## src/shared/cih_pkg.sv

```systemverilog
// constants shared by the core interrupt handler files
package cih_pkg;

  // ************************************************************
  // sources and vectors
  // ************************************************************
  localparam int unsigned   CIH_NUM_SRC     = 15;
  localparam int unsigned   CIH_IDX_W       = 4;
  localparam logic [3:0]    CIH_SRC_EXT0    = 4'h0;
  localparam logic [3:0]    CIH_SRC_EXT1    = 4'h2;
  localparam logic [3:0]    CIH_SRC_KEYPAD  = 4'hb;
  localparam logic [15:0]   CIH_VEC_BASE    = 16'h0003;
  localparam int unsigned   CIH_VEC_SHIFT   = 3;

  // ************************************************************
  // register offsets, reset values and fields
  // ************************************************************
  localparam logic [7:0]    CIH_OFS_EN_A    = 8'ha8;
  localparam logic [7:0]    CIH_OFS_EN_B    = 8'hb1;
  localparam logic [7:0]    CIH_OFS_PL_B    = 8'hb2;
  localparam logic [7:0]    CIH_OFS_PH_B    = 8'hb3;
  localparam logic [7:0]    CIH_OFS_PH_A    = 8'hb7;
  localparam logic [7:0]    CIH_OFS_PL_A    = 8'hb8;
  localparam logic [7:0]    CIH_RST_REG     = 8'h00;
  localparam int unsigned   CIH_BIT_GLOBAL  = 7;
  localparam logic [7:0]    CIH_RD_UNMAPPED = 8'h00;

endpackage

```

## src/hw/cih_pin_detect.sv

```systemverilog
// request detector for one external interrupt input
`timescale 1ns/1ps
`default_nettype none

module cih_pin_detect (
  // clock and reset
  input  wire logic ref_clk_i,
  input  wire logic reset_n_i,
  // request line, already turned active high
  input  wire logic active_i,
  input  wire logic edge_mode_i,
  // set strobe toward the pending flag
  output logic      event_o
);
  logic prev_r;
  logic prev_nxt;

  // previous sample; starts inactive so a line held at reset fires once
  always_comb begin
    prev_nxt = active_i;
  end

  always_ff @(posedge ref_clk_i or negedge reset_n_i) begin
    if (!reset_n_i) begin
      prev_r <= 1'b0;
    end else begin
      prev_r <= prev_nxt;
    end
  end

  // edge mode fires on the onset, level mode every active cycle
  assign event_o = edge_mode_i ? (active_i & ~prev_r) : active_i;
endmodule
`default_nettype wire

```

## src/hw/cih_handler.sv

```systemverilog
// core interrupt handler: flags, enables, priorities, arbitration
`timescale 1ns/1ps
`default_nettype none

module cih_handler (
  // clock and reset
  input  wire logic                             ref_clk_i,
  input  wire logic                             reset_n_i,
  // special-function register byte port
  input  wire logic [7:0]                       sfr_addr_i,
  input  wire logic                             sfr_wr_i,
  input  wire logic                             sfr_rd_i,
  input  wire logic [7:0]                       sfr_wdata_i,
  output logic      [7:0]                       sfr_rdata_o,
  // special-function register bit port
  input  wire logic [7:0]                       bit_addr_i,
  input  wire logic                             bit_wr_i,
  input  wire logic                             bit_rd_i,
  input  wire logic                             bit_wdata_i,
  output logic                                  bit_rdata_o,
  // request sources
  input  wire logic [cih_pkg::CIH_NUM_SRC-1:0]  periph_event_i,
  input  wire logic [cih_pkg::CIH_NUM_SRC-1:0]  flag_clear_i,
  input  wire logic                             ext_request_zero_n_i,
  input  wire logic                             ext_request_one_n_i,
  input  wire logic [1:0]                       ext_edge_mode_i,
  input  wire logic                             keypad_request_in_i,
  // execution unit handshake
  output logic                                  service_req_o,
  output logic      [15:0]                      service_vector_o,
  output logic      [1:0]                       service_level_o,
  input  wire logic                             service_ack_i,
  input  wire logic                             service_return_instr_i,
  // status
  output logic      [cih_pkg::CIH_NUM_SRC-1:0]  pending_o
);
  import cih_pkg::*;

  // ************************************************************
  // state
  // ************************************************************
  logic [7:0]             en_a_r, en_a_nxt;
  logic [7:0]             en_b_r, en_b_nxt;
  logic [6:0]             ph_a_r, ph_a_nxt;
  logic [6:0]             pl_a_r, pl_a_nxt;
  logic [7:0]             ph_b_r, ph_b_nxt;
  logic [7:0]             pl_b_r, pl_b_nxt;
  logic [7:0]             rdata_r, rdata_nxt;
  logic                   brdata_r, brdata_nxt;
  logic [CIH_NUM_SRC-1:0] pending_r, pending_nxt;
  logic [3:0]             in_service_r, in_service_nxt;
  logic                   req_r, req_nxt;
  logic [CIH_IDX_W-1:0]   win_idx_r, win_idx_nxt;
  logic [1:0]             win_lvl_r, win_lvl_nxt;

  logic [CIH_NUM_SRC-1:0] pin_set;
  logic [CIH_NUM_SRC-1:0] hw_clear_ok;
  logic [CIH_NUM_SRC-1:0] grant_mask;
  logic [CIH_NUM_SRC-1:0] enable_vec;
  logic [CIH_NUM_SRC-1:0] prio_hi;
  logic [CIH_NUM_SRC-1:0] prio_lo;
  logic                   ev_ext0, ev_ext1, ev_key;
  logic                   grant;
  logic [7:0]             bit_byte;

  // ************************************************************
  // external inputs
  // ************************************************************
  cih_pin_detect u_ext0 (
    .ref_clk_i   (ref_clk_i),
    .reset_n_i   (reset_n_i),
    .active_i    (~ext_request_zero_n_i),
    .edge_mode_i (ext_edge_mode_i[0]),
    .event_o     (ev_ext0)
  );

  cih_pin_detect u_ext1 (
    .ref_clk_i   (ref_clk_i),
    .reset_n_i   (reset_n_i),
    .active_i    (~ext_request_one_n_i),
    .edge_mode_i (ext_edge_mode_i[1]),
    .event_o     (ev_ext1)
  );

  // keypad line is always taken on its onset
  cih_pin_detect u_key (
    .ref_clk_i   (ref_clk_i),
    .reset_n_i   (reset_n_i),
    .active_i    (keypad_request_in_i),
    .edge_mode_i (1'b1),
    .event_o     (ev_key)
  );

  // pin events land at their fixed source slots
  always_comb begin
    pin_set                 = '0;
    pin_set[CIH_SRC_EXT0]   = ev_ext0;
    pin_set[CIH_SRC_EXT1]   = ev_ext1;
    pin_set[CIH_SRC_KEYPAD] = ev_key;
    // a level-mode pin is cleared by software only, never on vectoring
    hw_clear_ok               = '1;
    hw_clear_ok[CIH_SRC_EXT0] = ext_edge_mode_i[0];
    hw_clear_ok[CIH_SRC_EXT1] = ext_edge_mode_i[1];
  end

  // group a covers sources 0..6, group b sources 7..14
  assign enable_vec = {en_b_r, en_a_r[6:0]};
  assign prio_hi    = {ph_b_r, ph_a_r};
  assign prio_lo    = {pl_b_r, pl_a_r};

  // ************************************************************
  // register file
  // ************************************************************
  assign bit_byte = {bit_addr_i[7:3], 3'b000};

  // byte writes first, then a bit write patches one bit of the result
  always_comb begin
    en_a_nxt   = en_a_r;
    en_b_nxt   = en_b_r;
    ph_a_nxt   = ph_a_r;
    pl_a_nxt   = pl_a_r;
    ph_b_nxt   = ph_b_r;
    pl_b_nxt   = pl_b_r;
    rdata_nxt  = rdata_r;
    brdata_nxt = brdata_r;
    if (sfr_wr_i) begin
      unique case (sfr_addr_i)
        CIH_OFS_EN_A: en_a_nxt = sfr_wdata_i;
        CIH_OFS_EN_B: en_b_nxt = sfr_wdata_i;
        CIH_OFS_PH_A: ph_a_nxt = sfr_wdata_i[6:0];
        CIH_OFS_PL_A: pl_a_nxt = sfr_wdata_i[6:0];
        CIH_OFS_PH_B: ph_b_nxt = sfr_wdata_i;
        CIH_OFS_PL_B: pl_b_nxt = sfr_wdata_i;
        default: ;
      endcase
    end
    // only the 0/8 registers answer bit access; bit 7 of low-a is reserved
    if (bit_wr_i) begin
      if (bit_byte == CIH_OFS_EN_A) begin
        en_a_nxt[bit_addr_i[2:0]] = bit_wdata_i;
      end else if (bit_byte == CIH_OFS_PL_A && bit_addr_i[2:0] != 3'd7) begin
        pl_a_nxt[bit_addr_i[2:0]] = bit_wdata_i;
      end
    end
    if (sfr_rd_i) begin
      unique case (sfr_addr_i)
        CIH_OFS_EN_A: rdata_nxt = en_a_r;
        CIH_OFS_EN_B: rdata_nxt = en_b_r;
        CIH_OFS_PH_A: rdata_nxt = {1'b0, ph_a_r};
        CIH_OFS_PL_A: rdata_nxt = {1'b0, pl_a_r};
        CIH_OFS_PH_B: rdata_nxt = ph_b_r;
        CIH_OFS_PL_B: rdata_nxt = pl_b_r;
        default:      rdata_nxt = CIH_RD_UNMAPPED;
      endcase
    end
    if (bit_rd_i) begin
      if (bit_byte == CIH_OFS_EN_A) begin
        brdata_nxt = en_a_r[bit_addr_i[2:0]];
      end else if (bit_byte == CIH_OFS_PL_A && bit_addr_i[2:0] != 3'd7) begin
        brdata_nxt = pl_a_r[bit_addr_i[2:0]];
      end else begin
        brdata_nxt = 1'b0;
      end
    end
  end

  // ************************************************************
  // pending flags, arbitration, in-service levels
  // ************************************************************
  assign grant = req_r & service_ack_i;

  always_comb begin
    logic [1:0]           best_lvl;
    logic [1:0]           cur_lvl;
    logic [1:0]           lvl;
    logic [CIH_IDX_W-1:0] best_idx;
    logic                 found;
    best_lvl       = 2'd0;
    cur_lvl        = 2'd0;
    lvl            = 2'd0;
    best_idx       = '0;
    found          = 1'b0;
    grant_mask     = '0;
    if (grant) begin
      grant_mask[win_idx_r] = hw_clear_ok[win_idx_r];
    end
    // set wins over both software and vectoring clears
    pending_nxt = (pending_r & ~flag_clear_i & ~grant_mask)
                | periph_event_i | pin_set;
    // scan downward so that on a tie the lowest index is kept
    for (int i = CIH_NUM_SRC - 1; i >= 0; i--) begin
      lvl = {prio_hi[i], prio_lo[i]};
      if (pending_r[i] && enable_vec[i] && en_a_r[CIH_BIT_GLOBAL]) begin
        if (!found || lvl >= best_lvl) begin
          best_lvl = lvl;
          best_idx = CIH_IDX_W'(i);
          found    = 1'b1;
        end
      end
    end
    for (int j = 0; j < 4; j++) begin
      if (in_service_r[j]) begin
        cur_lvl = 2'(j);
      end
    end
    // one cycle of silence after a grant lets the new state settle
    req_nxt     = found && !grant &&
                  (in_service_r == 4'd0 || best_lvl > cur_lvl);
    win_idx_nxt = best_idx;
    win_lvl_nxt = best_lvl;
    in_service_nxt = in_service_r;
    if (service_return_instr_i && in_service_r != 4'd0) begin
      in_service_nxt[cur_lvl] = 1'b0;
    end
    if (grant) begin
      in_service_nxt[win_lvl_r] = 1'b1;
    end
  end

  // ************************************************************
  // registers
  // ************************************************************
  always_ff @(posedge ref_clk_i or negedge reset_n_i) begin
    if (!reset_n_i) begin
      en_a_r       <= CIH_RST_REG;
      en_b_r       <= CIH_RST_REG;
      ph_a_r       <= CIH_RST_REG[6:0];
      pl_a_r       <= CIH_RST_REG[6:0];
      ph_b_r       <= CIH_RST_REG;
      pl_b_r       <= CIH_RST_REG;
      rdata_r      <= CIH_RD_UNMAPPED;
      brdata_r     <= 1'b0;
      pending_r    <= '0;
      in_service_r <= 4'd0;
      req_r        <= 1'b0;
      win_idx_r    <= '0;
      win_lvl_r    <= 2'd0;
    end else begin
      en_a_r       <= en_a_nxt;
      en_b_r       <= en_b_nxt;
      ph_a_r       <= ph_a_nxt;
      pl_a_r       <= pl_a_nxt;
      ph_b_r       <= ph_b_nxt;
      pl_b_r       <= pl_b_nxt;
      rdata_r      <= rdata_nxt;
      brdata_r     <= brdata_nxt;
      pending_r    <= pending_nxt;
      in_service_r <= in_service_nxt;
      req_r        <= req_nxt;
      win_idx_r    <= win_idx_nxt;
      win_lvl_r    <= win_lvl_nxt;
    end
  end

  // outputs
  assign sfr_rdata_o      = rdata_r;
  assign bit_rdata_o      = brdata_r;
  assign pending_o        = pending_r;
  assign service_req_o    = req_r;
  assign service_level_o  = win_lvl_r;
  assign service_vector_o = CIH_VEC_BASE
                          + 16'({win_idx_r, 3'b000});
endmodule
`default_nettype wire

```

## config.mk

```make
export PLATFORM = sky130hd
export DESIGN_NAME = cih_handler
export DESIGN_NICKNAME = d
export VERILOG_FILES = /design/src/shared/cih_pkg.sv /design/src/hw/cih_pin_detect.sv /design/src/hw/cih_handler.sv
export SDC_FILE = /design/constraint.sdc
export NUM_CORES = 1
export LEC_CHECK = 0
export BUFFER_PORTS_ARGS = -buffer_cell sky130_fd_sc_hd__buf_4
export CAP_MARGIN = 0
export CORE_MARGIN = 1.5
export CORE_UTILIZATION = 50
export CTS_BUF_LIST = sky130_fd_sc_hd__clkbuf_8
export CTS_CLUSTER_SIZE = 30
export DETAILED_ROUTE_END_ITERATION = 12
export PLACE_DENSITY = 0.76
export SLEW_MARGIN = 20
export SYNTH_ARGS = -nofsm -noshare
export SYNTH_HDL_FRONTEND = slang
export SYNTH_SLANG_ARGS = --single-unit
```

## constraint.sdc

```tcl
create_clock -name ref_clk_i -period 17.95 [get_ports ref_clk_i]
set_input_delay 3.59 -clock ref_clk_i [delete_from_list [all_inputs] [get_ports ref_clk_i]]
set_output_delay 3.59 -clock ref_clk_i [all_outputs]
set_load 0.005 [all_outputs]
```

==> metrics.md, run 1 <==
| Metric | Value |
|---|---|
| Clk_lat worst skew | 0.38 ns |
| Worst path most repeated cell | nand2b_4 |
| Ports | 111 |
| First-pass GRT wire length | 24000 um |
| Largest family of logic cells by synthesized area | compound AO/OA/AOI/OAI gates |
| Yosys reg bits | 84 |
| DRT iter0 DRCs | about 440 |
| Initial antenna violation count | 0 |
| Vias in the first global route | 4735 |
| CTS buffer count | 9 |
| Clock skew | 0.0145 ns |
| Slew Viols, Final | 0 |
| Final min period | between 15 and 20 ns |
| Post-synthesis cell type count | 75 |
| Fraction of registers with async set/reset | 100% |
| Core Util, Final | 66.5% |
| Final period util | 98.2% |
| Maximum fanout along the worst path | 4 |
| CTS max path bufs | 2 |
| Critical path type | register to register |
| IO Port Bufs | 98 |
| Most used DFF post-synth | dfrtp_1 |
| Worst slew pin tran | 0.905 ns |
| Area Growth Syn to Fin | 29.5% |
| Class of the worst hold path | register to register |
| Post-synthesis mux area share | between 10% and 20% |
| Die Wd | 109 um |
| Starting density of the core | 51.3% |
| Layout cell share with drive strength beyond 1 | 36.8% |
| First drt pass iteration count | 6 |
| GRT overflow | 0 |
| Leak | 3.40 nW |
| Nets | 839 |
| Fmax | 56.7 MHz |
| DR vias/cell | between 5 and 6 |
| WL final | 16500 um |
| Final non-filler cell total | between 800 and 900 |
| Max VDD drop | around 36 uV |
| Ys Warns | 0 |
| Die height | 109 um |
| Dpl hpwl | 11900 um |
| CP required | 18.23 ns |
| Register area share after synthesis | 37.6% |
| Pin count of the biggest net entering global routing | 53 |
| Synth top cells by count | 84 x dfrtp_1, 65 x nand2_1, 47 x inv_1 |
| Dpl cells | 857 |
| Flop2flop setup slack | 0.32 ns |
| GP Congestion | approximately 0.92 |
| H-tree Lvls | 3 |
| Cell type with the largest total area after synthesis | dfrtp_1 |
| Slowest cell on crit path | dfrtp_1 |
| Post-route ant nets | 0 |
| Core ar. | 10900 sq um |
| Post-synthesis compound-gate area fraction | 20.0% |
| Largest cells by area after synthesis | dfrtp_1 38%, mux2_2 7.1%, ha_1 4.5% |
| N_diodes | 0 |
| Endpoints failing hold | 0 |
| Root buf cell | clkbuf_8 |
| Mean Syn Cell Area | roughly 9 sq um |
| CTS tree | built |
| Top-count cell post-synth | dfrtp_1 |
| Post-synth EDFFs | 0 |
| Final setup violation count | 0 |
| Total GRT Usage | 26.7% |
| Synthesized cell area | 5590 sq um |
| Wire per inst | 18.4 um |
| Sink Count | 84 |
| Startpoint Class | register |
| Crit path DAT | 17.90 ns |
| Xor/xnor share of the synthesized area | 0% |
| Crit-path max cell delay | 0.43 ns |
| Clock-pin slew on the worst setup and hold paths | about 0.09 ns |
| Simple logic cell fraction of the synthesized area | 19.8% |
| Maxcap violations | 0 |
| Synth Area in Adders | 5.21% |
| PD cells | 59.9 nW/um^2 |
| Die ar. | about 12000 sq um |
| Syn Inst Count | 622 |
| Rows | 38 |
| Synth top area share | 37.6% |
| Slew headroom | 39.5% |
| Status | finished clean |
| Via count | 5321 |
| Number of remaining DRC errors | 0 |
| Critical path endpoint category | register |
-- what timing repair did --
item	4_1_cts	5_1_grt
resized for setup	0	74
hold buffers	0	0
pin swaps	1	55
setup buffers	1	22
hold endpoints to repair	0	0
endpoints found under the setup margin	1	7
-- sequential cells by signal (all words and copies together), names as in the netlist --
signal / flops
bit_rdata_o: 1
en_a_r: 8
en_b_r: 8
in_service_r: 4
pending_o: 15
ph_a_r: 7
ph_b_r: 8
pl_a_r: 7
pl_b_r: 8
service_level_o: 2
service_req_o: 1
sfr_rdata_o: 8
u_ext0.prev_r: 1
u_ext1.prev_r: 1
u_key.prev_r: 1
win_idx_r: 4
-- report_power, final --
part,switching [mW],total (mW),internal (mW),leakage (nW)
logic,0.0380,0.0774,0.0393,2.21
clock network,0.0750,0.140,0.0653,0.100
registers,0.0153,0.216,0.201,1.09
-- logic make-up after synthesis --
logic type      after synthesis
simple gates                222
fa+ha+maj                    24
other cells                   2
mux                          56
buf+inv                      77
flops                        84
compound gates              157
-- final timing paths --
kind	startpoint	end	cells past startpoint
setup / recovery	pending_o[14]	service_req_o	96
hold / removal	service_level_o[1]	in_service_r[1]	1
setup reg to reg	pending_o[14]	service_req_o	96
hold reg to reg	service_level_o[1]	in_service_r[1]	1
max in group asynchronous	reset_n_i	en_b_r[7]	2
min in group asynchronous	reset_n_i	u_key.prev_r	1
-- critical path: cells and delay by family, from the launching register on --
kind / cells / cell delay (ns)
flops: 1 / 0.43
simple gates: 35 / 5.19
mux: 5 / 1.40
compound gates: 35 / 5.44
fa+ha+maj: 17 / 4.70
buf+inv: 4 / 0.37
-- per-layer routing --
layer,up-vias,routed length (um),GRT usage (%)
met4,0,428,11.2
met1,2550,7300,36.6
li1,2505,-,-
met2,235,7730,43.3
met5,-,0,0
met3,31,1060,2.63
-- through the flow --
| step | power [mW] | hold slack, ns | setup WS, ns | cell area, sq um | setup TNS [ns] |
|---|---|---|---|---|---|
| 4_1_cts | 0.427 | 0.529 | 0.00645 | 6710 | 0 |
| 5_1_grt | 0.453 | 0.540 | -0.427 | 7240 | -0.436 |
| 3_5_place_dp | 0.287 | 0.513 | 0.0336 | 6500 | 0 |
| 6_report | 0.434 | 0.526 | 0.324 | 7240 | 0 |
| 3_3_place_gp | 0.285 | 0.502 | 0.811 | 6500 | 0 |
| 2_1_floorplan | 0.250 | 0.473 | 0.799 | 5630 | 0 |
-- final cells by class --
class / count / area (sq um)
Clock buffer: 9 / 124
Inverter: 48 / 183
Multi-Input combinational cell: 471 / 3550
Tap cell: 140 / 175
Timing Repair Buffer: 137 / 1030
Fill cell: 844 / 3650
Sequential cell: 84 / 2100
Clock inverter: 7 / 73.8
-- placed cells by master, fill, tap and decap left out, types with 14 or more instances in the layout --
master	netlist	final
a21oi_1	31	21
buf_4	12	136
dfrtp_1	84	83
ha_1	20	14
inv_1	47	46
mux2_2	35	33
mux2i_1	19	17
nand2_1	65	64
nand3_1	21	21
nor2_1	46	43
o21ai_0	35	32
(Power assumes the default switching activity.)
==> inputs of run 2 (changes only) <==
Settings changed: ABC_AREA from default to 1, CTS_CLUSTER_DIAMETER from default to 30, SETUP_SLACK_MARGIN from default to 0.5.
==> run 2 against run 1 <==
Cell count rose by 16%. Critical endpoint unchanged. Highest routed layer unchanged. Via count grew 3.2%. Sequential power is 3% higher. Maximum frequency is 14% higher. First-iteration DRC count is 2.1% higher. Register-to-register slack better by 2.2 ns. Critical path type unchanged. Clock power increased by 11%. Synthesized cell count is 27% higher.
==> metrics.md, run 2 <==
| Metric | Value |
|---|---|
| Status | finished clean (unchanged) |
| CTS buffer count | 9 (unchanged) |
| PD cells | 70.5 nW/um^2 (was 59.9 nW/um^2) |
| Post-synthesis compound-gate area fraction | 20.1% (was 20.0%) |
| Critical path type | register to register (unchanged) |
| Fill count | 1036 (was 844) |
| Post-synthesis cell type count | 50 (was 75) |
| DR vias/cell | 5.29 (was 5.94) |
| Die ar. | 12000 sq um (was 11800 sq um) |
| Worst slew pin tran | 0.920 ns (was 0.905 ns) |
| Synth top cells by count | 166 x nand2_1, 154 x inv_1, 88 x o21ai_0 (was 84 x dfrtp_1, 65 x nand2_1, 47 x inv_1) |
| Most frequent cells in the layout | 166 x nand2_1, 154 x inv_1, 104 x buf_4, 88 x o21ai_0, 83 x dfrtp_1 (was 136 x buf_4, 83 x dfrtp_1, 64 x nand2_1, 46 x inv_1, 43 x nor2_1) |
| GRT overflow | 0 (unchanged) |
| DR WL met2 | 6900 um (was 7730 um) |
| Endpoints failing hold | 0 (unchanged) |
| RR Startpoint | pending_o[14] (unchanged) |
| RSZ-0062 raised after global routing | false |
| Area Growth Syn to Fin | 19.0% (was 29.5%) |
| Post-synthesis mux area share | 0% (was 11.3%) |
| Ports | 111 (unchanged) |
| Startpoint Class | register (unchanged) |
| Maxcap violations | 0 (unchanged) |
| Largest family of logic cells by synthesized area | simple AND/OR/NAND/NOR gates (was compound AO/OA/AOI/OAI gates) |
| Syn Inst Count | 790 (was 622) |
| Clock skew | 0.0103 ns (was 0.0145 ns) |
| Max VDD drop | 47.6 uV (was 35.7 uV) |
| Pin count of the biggest net entering global routing | 46 (was 53) |
| Max reg flops | 15 (unchanged) |
| GP Congestion | 1.01 (was 0.923) |
| Leak | 3.65 nW (was 3.40 nW) |
| Starting density of the core | 51.9% (was 51.3%) |
| Final non-filler cell total | 1038 (was 896) |
| Xor/xnor share of the synthesized area | 0% (unchanged) |
| Dpl cells | 1019 (was 857) |
| Total GRT Usage | 27.6% (was 26.7%) |
| Final setup violation count | 0 (unchanged) |
| Crit-path leading delay family | compound AO/OA/AOI/OAI gates (unchanged) |
| Mean Syn Cell Area | 7.21 sq um (was 8.99 sq um) |
| Clock-pin slew on the worst setup and hold paths | 0.09 ns (about the same) |
| First drt pass iteration count | 5 (was 6) |
| Most used DFF post-synth | dfrtp_1 (unchanged) |
| Synth top area share | 36.9% (was 37.6%) |
| Layout cell share with drive strength beyond 1 | 19.6% (was 36.8%) |
| Final period util | 86.0% (was 98.2%) |
| CP required | 18.22 ns (was 18.23 ns) |
| Initial antenna violation count | 0 (unchanged) |
| Top-count cell post-synth | nand2_1 (was dfrtp_1) |
| WL met3 | 1350 um (was 1060 um) |
| Flop2flop setup slack | 2.52 ns (was 0.32 ns) |
| Clk_lat worst skew | 0.37 ns (was 0.38 ns) |
| CTS max path bufs | 2 (unchanged) |
| Dpl hpwl | 12600 um (was 11900 um) |
| Cell type with the largest total area after synthesis | dfrtp_1 (unchanged) |
| Largest cells by area after synthesis | dfrtp_1 37%, nand2_1 11%, inv_1 10% (was dfrtp_1 38%, mux2_2 7.1%, ha_1 4.5%) |
| Post-synth EDFFs | 0 (unchanged) |
| FF-to-FF path depth | 121 (was 96) |
| WP buf/inv | 30 (was 4) |
| CTS tree | built (unchanged) |
| Ys Warns | 0 (unchanged) |
| Register area share after synthesis | 36.9% (was 37.6%) |
| Vias in the first global route | 4979 (was 4735) |
| Setup crit start | pending_o[14] (unchanged) |
| Synthesized cell area | 5700 sq um (was 5590 sq um) |
| Wire per inst | 15.3 um (was 18.4 um) |
| Synth Area in Adders | 4.39% (was 5.21%) |
| Crit path capture | service_req_o (unchanged) |
| Core ar. | 11000 sq um (was 10900 sq um) |
| Final min period | 15.43 ns (was 17.63 ns) |
| Fmax | 64.8 MHz (was 56.7 MHz) |
| Crit-path max cell delay | 0.48 ns (was 0.43 ns) |
| Slowest cell on crit path | dfrtp_1 (unchanged) |
| Yosys reg bits | 84 (unchanged) |
| Cts hold-fix bufs | 0 (unchanged) |
| Class of the worst hold path | register to register (unchanged) |
| Die height | 110 um (was 109 um) |
| Worst path most repeated cell | nand2_1 (was nand2b_4) |
| Maximum fanout along the worst path | 6 (was 4) |
| Slew headroom | 38.2% (was 39.5%) |
| Critical path endpoint category | register (unchanged) |
| Fraction of registers with async set/reset | 100% (unchanged) |
| Post-route ant nets | 0 (unchanged) |
| WL met1 | 7120 um (was 7300 um) |
| Number of remaining DRC errors | 0 (unchanged) |
| Dpl ws | 2.31 ns (was 0.0336 ns) |
| Hold slack final | 0.495 ns (was 0.526 ns) |
| Via count | 5489 (was 5321) |
| Post-route worst setup slack | 2.52 ns (was 0.324 ns) |
| Crit path DAT | 15.70 ns (was 17.90 ns) |
| Nets | 981 (was 839) |
| N_diodes | 0 (unchanged) |
| Stages on the worst setup path | 121 (was 96) |
| PnR Total Power | 0.478 mW (was 0.434 mW) |
| Slew Viols, Final | 0 (unchanged) |
| Root buf cell | clkbuf_8 (unchanged) |
| Rows | 38 (unchanged) |
| H-tree Lvls | 3 (unchanged) |
| WL final | 15900 um (was 16500 um) |
| Highest routed layer | met4 (unchanged) |
| Die Wd | 110 um (was 109 um) |
| Simple logic cell fraction of the synthesized area | 25.1% (was 19.8%) |
| Sink Count | 84 (unchanged) |
| Most common cell after layout, fill and taps aside | nand2_1 (was buf_4) |
| Sum Neg Setup Slack | 0 ns (unchanged) |
| DRT iter0 DRCs | 447 (was 438) |
| Reg-to-reg critical path endpoint | service_req_o (unchanged) |
| IO Port Bufs | 98 (unchanged) |
| First-pass GRT wire length | 24800 um (was 24000 um) |
==> run 2: worst register-to-register path: cells and delay by family, from the launching register on <==
family,cells,cell delay [ns]
AO/OA/AOI/OAI,28,4.85
buffers and inverters,30,1.88
adder cells (fa/ha/maj),15,3.86
flip-flops,1,0.48
AND/OR/NAND/NOR,48,4.25
==> run 2: what timing repair did <==
item,in CTS,in global routing
setup buffers,0,3
resized for setup,0,1
hold endpoints to repair,0,0
endpoints found under the setup margin,0,1
==> run 2: worst min-delay path by stage <==
| stage | startpoint | end | slack, ns | cells past startpoint |
|---|---|---|---|---|
| after detailed placement | ph_b_r[7] | ph_b_r[7] | 0.48 | 2 |
| after floorplan | ph_b_r[7] | ph_b_r[7] | 0.45 | 2 |
| after CTS | ph_b_r[7] | ph_b_r[7] | 0.50 | 2 |
| final | ph_b_r[7] | ph_b_r[7] | 0.49 | 2 |
| after global routing | service_level_o[1] | in_service_r[0] | 0.54 | 1 |
| after global placement | ph_b_r[7] | ph_b_r[7] | 0.47 | 2 |
==> run 2: per-stage QoR <==
stage	utilization [%]	area [sq um]
5_1_grt	61.7	6780
6_report	61.7	6780
3_5_place_dp	59.5	6540
3_3_place_gp	59.5	6540
4_1_cts	61.5	6760
2_1_floorplan	-	5740
==> run 2: cell type report <==
type	instances	area, sq um	share of cell area [%]
repair buffers	104	781	11.5
clock inverters	7	98.8	1.46
inverters	167	627	9.24
flip-flops and latches	84	2100	31.0
multi-input cells	527	2870	42.4
well taps	140	175	2.58
clock buffers	9	124	1.83
==> run 2: cell families after synthesis <==
kind of cell,Yosys count
compound gates,184
fa+ha+maj,20
buf+inv,189
flops,84
other cells,2
simple gates,311
==> run 2: power by group <==
part           internal [mW]  switching, mW  total (mW)
Clock                 0.0796         0.0755       0.155
Sequential             0.205         0.0169       0.222
Combinational         0.0428         0.0580       0.101
Total                  0.327          0.150       0.478
==> run 2: per-layer routing <==
layer | global-route usage (%) | up-vias
li1 | - | 2749
met1 | 38.2 | 2452
met2 | 42.3 | 251
met3 | 5.57 | 37
met4 | 10.6 | 0
met5 | 0 | -
==> inputs of run 3 (changes only) <==
Settings changed: PLACE_DENSITY 0.76 to default, PLACE_DENSITY_LB_ADDON from default to 0.25.
==> run 3 against run 2 <==
Combinational power hardly changed. Wire length is 0.37% higher. Global-route usage is 0.51 points higher. Worst setup slack worse by 0.17 ns. Power is 3.4% lower. Critical path depth is 3 higher. Count of clock-buffer cells in the layout is 1 higher. Maximum frequency is 1.1% lower. Critical path type unchanged.
==> metrics.md, run 3 (synthesis gave the netlist of run 2 again) <==
| Metric | Value |
|---|---|
| Status | finished clean (unchanged) |
| Post-route worst setup slack | 2.35 ns (was 2.52 ns) |
| Root buf cell | clkbuf_8 (unchanged) |
| Ports | 111 (unchanged) |
| DRT iter0 DRCs | 368 (was 447) |
| Max reg flops | 15 (unchanged) |
| Sequential cell area | 2100 sq um (unchanged) |
| Cell internal pwr | 0.316 mW (was 0.327 mW) |
| Clock-pin slew on the worst setup and hold paths | 0.09 ns (about the same) |
| CTS tree | built (unchanged) |
| CTS max path bufs | 2 (unchanged) |
| Vias in the first global route | 4969 (was 4979) |
| Setup crit start | pending_o[14] (unchanged) |
| Wire per inst | 15.4 um (was 15.3 um) |
| Crit path DAT | 15.88 ns (was 15.70 ns) |
| Crit-path max cell delay | 0.42 ns (was 0.48 ns) |
| Worst path most repeated cell | nand2_1 (unchanged) |
| PD cells | 68.3 nW/um^2 (was 70.5 nW/um^2) |
| Sequential power share | 47.8% (was 46.4%) |
| Combinational group share of total power | 21.7% (was 21.1%) |
| Clock skew | 0.0112 ns (was 0.0103 ns) |
| Worst slew pin tran | 1.00 ns (was 0.920 ns) |
| Endpoints failing hold | 0 (unchanged) |
| H-tree Lvls | 3 (unchanged) |
| HP Start | ph_b_r[7] (unchanged) |
| Slew Viols, Final | 0 (unchanged) |
| Number of remaining DRC errors | 0 (unchanged) |
| Maxcap violations | 0 (unchanged) |
| RR Startpoint | pending_o[14] (unchanged) |
| Maximum fanout along the worst path | 6 (unchanged) |
| Dpl ws | 2.10 ns (was 2.31 ns) |
| Slowest cell on crit path | dfrtp_1 (unchanged) |
| WP buf/inv | 32 (was 30) |
| Clk network pwr share | 30.5% (was 32.5%) |
| WHS Path Cells | 2 (unchanged) |
| Die height | 110 um (unchanged) |
| Leak | 3.64 nW (was 3.65 nW) |
| Reg-to-reg critical path endpoint | service_req_o (unchanged) |
| Startpoint Class | register (unchanged) |
| Final min period | 15.60 ns (was 15.43 ns) |
| Final period util | 86.9% (was 86.0%) |
| Dpl hpwl | 12600 um (about the same) |
| First drt pass iteration count | 8 (was 5) |
| Switch Pwr | 0.146 mW (was 0.150 mW) |
| Fmax | 64.1 MHz (was 64.8 MHz) |
| Flop2flop setup slack | 2.35 ns (was 2.52 ns) |
| Final Instance Area | 6750 sq um (was 6780 sq um) |
| Max VDD drop | 43.0 uV (was 47.6 uV) |
| Layout cell share with drive strength beyond 1 | 19.4% (was 19.6%) |
| Area Growth Syn to Fin | 18.5% (was 19.0%) |
| Rows | 38 (unchanged) |
| Die Wd | 110 um (unchanged) |
| Post-route ant nets | 0 (unchanged) |
| CP required | 18.23 ns (was 18.22 ns) |
| Critical path type | register to register (unchanged) |
| Stages on the worst setup path | 124 (was 121) |
| GRT overflow | 0 (unchanged) |
| Nets | 980 (was 981) |
| First-pass GRT wire length | 25000 um (was 24800 um) |
| Total GRT Usage | 28.1% (was 27.6%) |
| Sink Count | 84 (unchanged) |
| Final setup violation count | 0 (unchanged) |
| Crit-path leading delay family | compound AO/OA/AOI/OAI gates (unchanged) |
| Core ar. | 11000 sq um (unchanged) |
| Most frequent cells in the layout | 166 x nand2_1, 155 x inv_1, 103 x buf_4, 88 x o21ai_0, 83 x dfrtp_1 (was 166 x nand2_1, 154 x inv_1, 104 x buf_4, 88 x o21ai_0, 83 x dfrtp_1) |
| WL final | 15900 um (about the same) |
| Slew headroom | 33.0% (was 38.2%) |
| Die ar. | 12000 sq um (unchanged) |
| CTS buffer count | 9 (unchanged) |
| RSZ-0062 raised after global routing | false (unchanged) |
| Clk_lat worst skew | 0.38 ns (was 0.37 ns) |
| N_diodes | 0 (unchanged) |
| Fill count | 1028 (was 1036) |
| Sw frac | 31.6% (was 31.5%) |
| Starting density of the core | 51.9% (unchanged) |
| Most common cell after layout, fill and taps aside | nand2_1 (unchanged) |
| Critical path endpoint category | register (unchanged) |
| Via count | 5493 (was 5489) |
| Initial antenna violation count | 0 (unchanged) |
| Post-place instance area | 6540 sq um (unchanged) |
| FF-to-FF path depth | 124 (was 121) |
| Sum Neg Setup Slack | 0 ns (unchanged) |
| Cts hold-fix bufs | 0 (unchanged) |
| Hold Crit Endpoint | ph_b_r[7] (unchanged) |
| Class of the worst hold path | register to register (unchanged) |
| IO Port Bufs | 98 (unchanged) |
| DR vias/cell | 5.30 (was 5.29) |
| GP Congestion | 0.973 (was 1.01) |
| Pin count of the biggest net entering global routing | 52 (was 46) |
| Area of the multi-input gates | 2870 sq um (unchanged) |
-- run 3: worst register-to-register path: cells and delay by family (launching register included) --
| family | cells | cell delay, ns |
|---|---|---|
| fa+ha+maj | 15 | 3.80 |
| compound gates | 28 | 4.92 |
| buf+inv | 32 | 2.07 |
| flops | 1 | 0.42 |
| simple gates | 49 | 4.24 |
-- run 3: timing repair --
| action | CTS | global route |
|---|---|---|
| buffers inserted | 0 | 2 |
| endpoints found under the setup margin | 0 | 1 |
| resized for setup | 0 | 1 |
-- run 3: cell type report --
type,instances,share of cell area (%)
clock buffers,10,2.04
clock inverters,6,0.963
inverters,167,9.28
multi-input cells,527,42.5
flip-flops and latches,84,31.1
well taps,140,2.59
repair buffers,103,11.4
-- run 3: how the worst max path moves through the flow --
stage                                to
after floorplan           service_req_o
after global placement    service_req_o
after detailed placement  service_req_o
after CTS                 service_req_o
after global routing      service_req_o
final                     service_req_o
-- run 3: power groups by stage --
stage	Clock [mW]	Combinational, mW	Sequential (mW)
after floorplan	0	0.0590	0.219
after global placement	0	0.0966	0.225
after detailed placement	0	0.0977	0.225
after CTS	0.142	0.0983	0.221
after global routing	0.151	0.114	0.223
final	0.141	0.100	0.221
-- run 3: through the flow --
step                power [mW]  hold slack [ns]  utilization [%]  cells
finish                   0.462            0.499             61.5   1037
global route             0.487            0.534             61.5   1037
CTS                      0.462            0.503             61.3   1035
detailed placement       0.323            0.486             59.5   1019
global placement         0.321            0.468             59.5   1019
floorplan                0.278            0.453                -    800
-- run 3: routing by layer --
| layer | up-vias | GRT usage (%) | part of all wire, % |
|---|---|---|---|
| met5 | - | 0 | 0 |
| met4 | 0 | 10.7 | 2.1 |
| met3 | 26 | 6.16 | 8.5 |
| met2 | 229 | 43.7 | 44 |
| met1 | 2498 | 38.1 | 45 |
| li1 | 2740 | - | - |
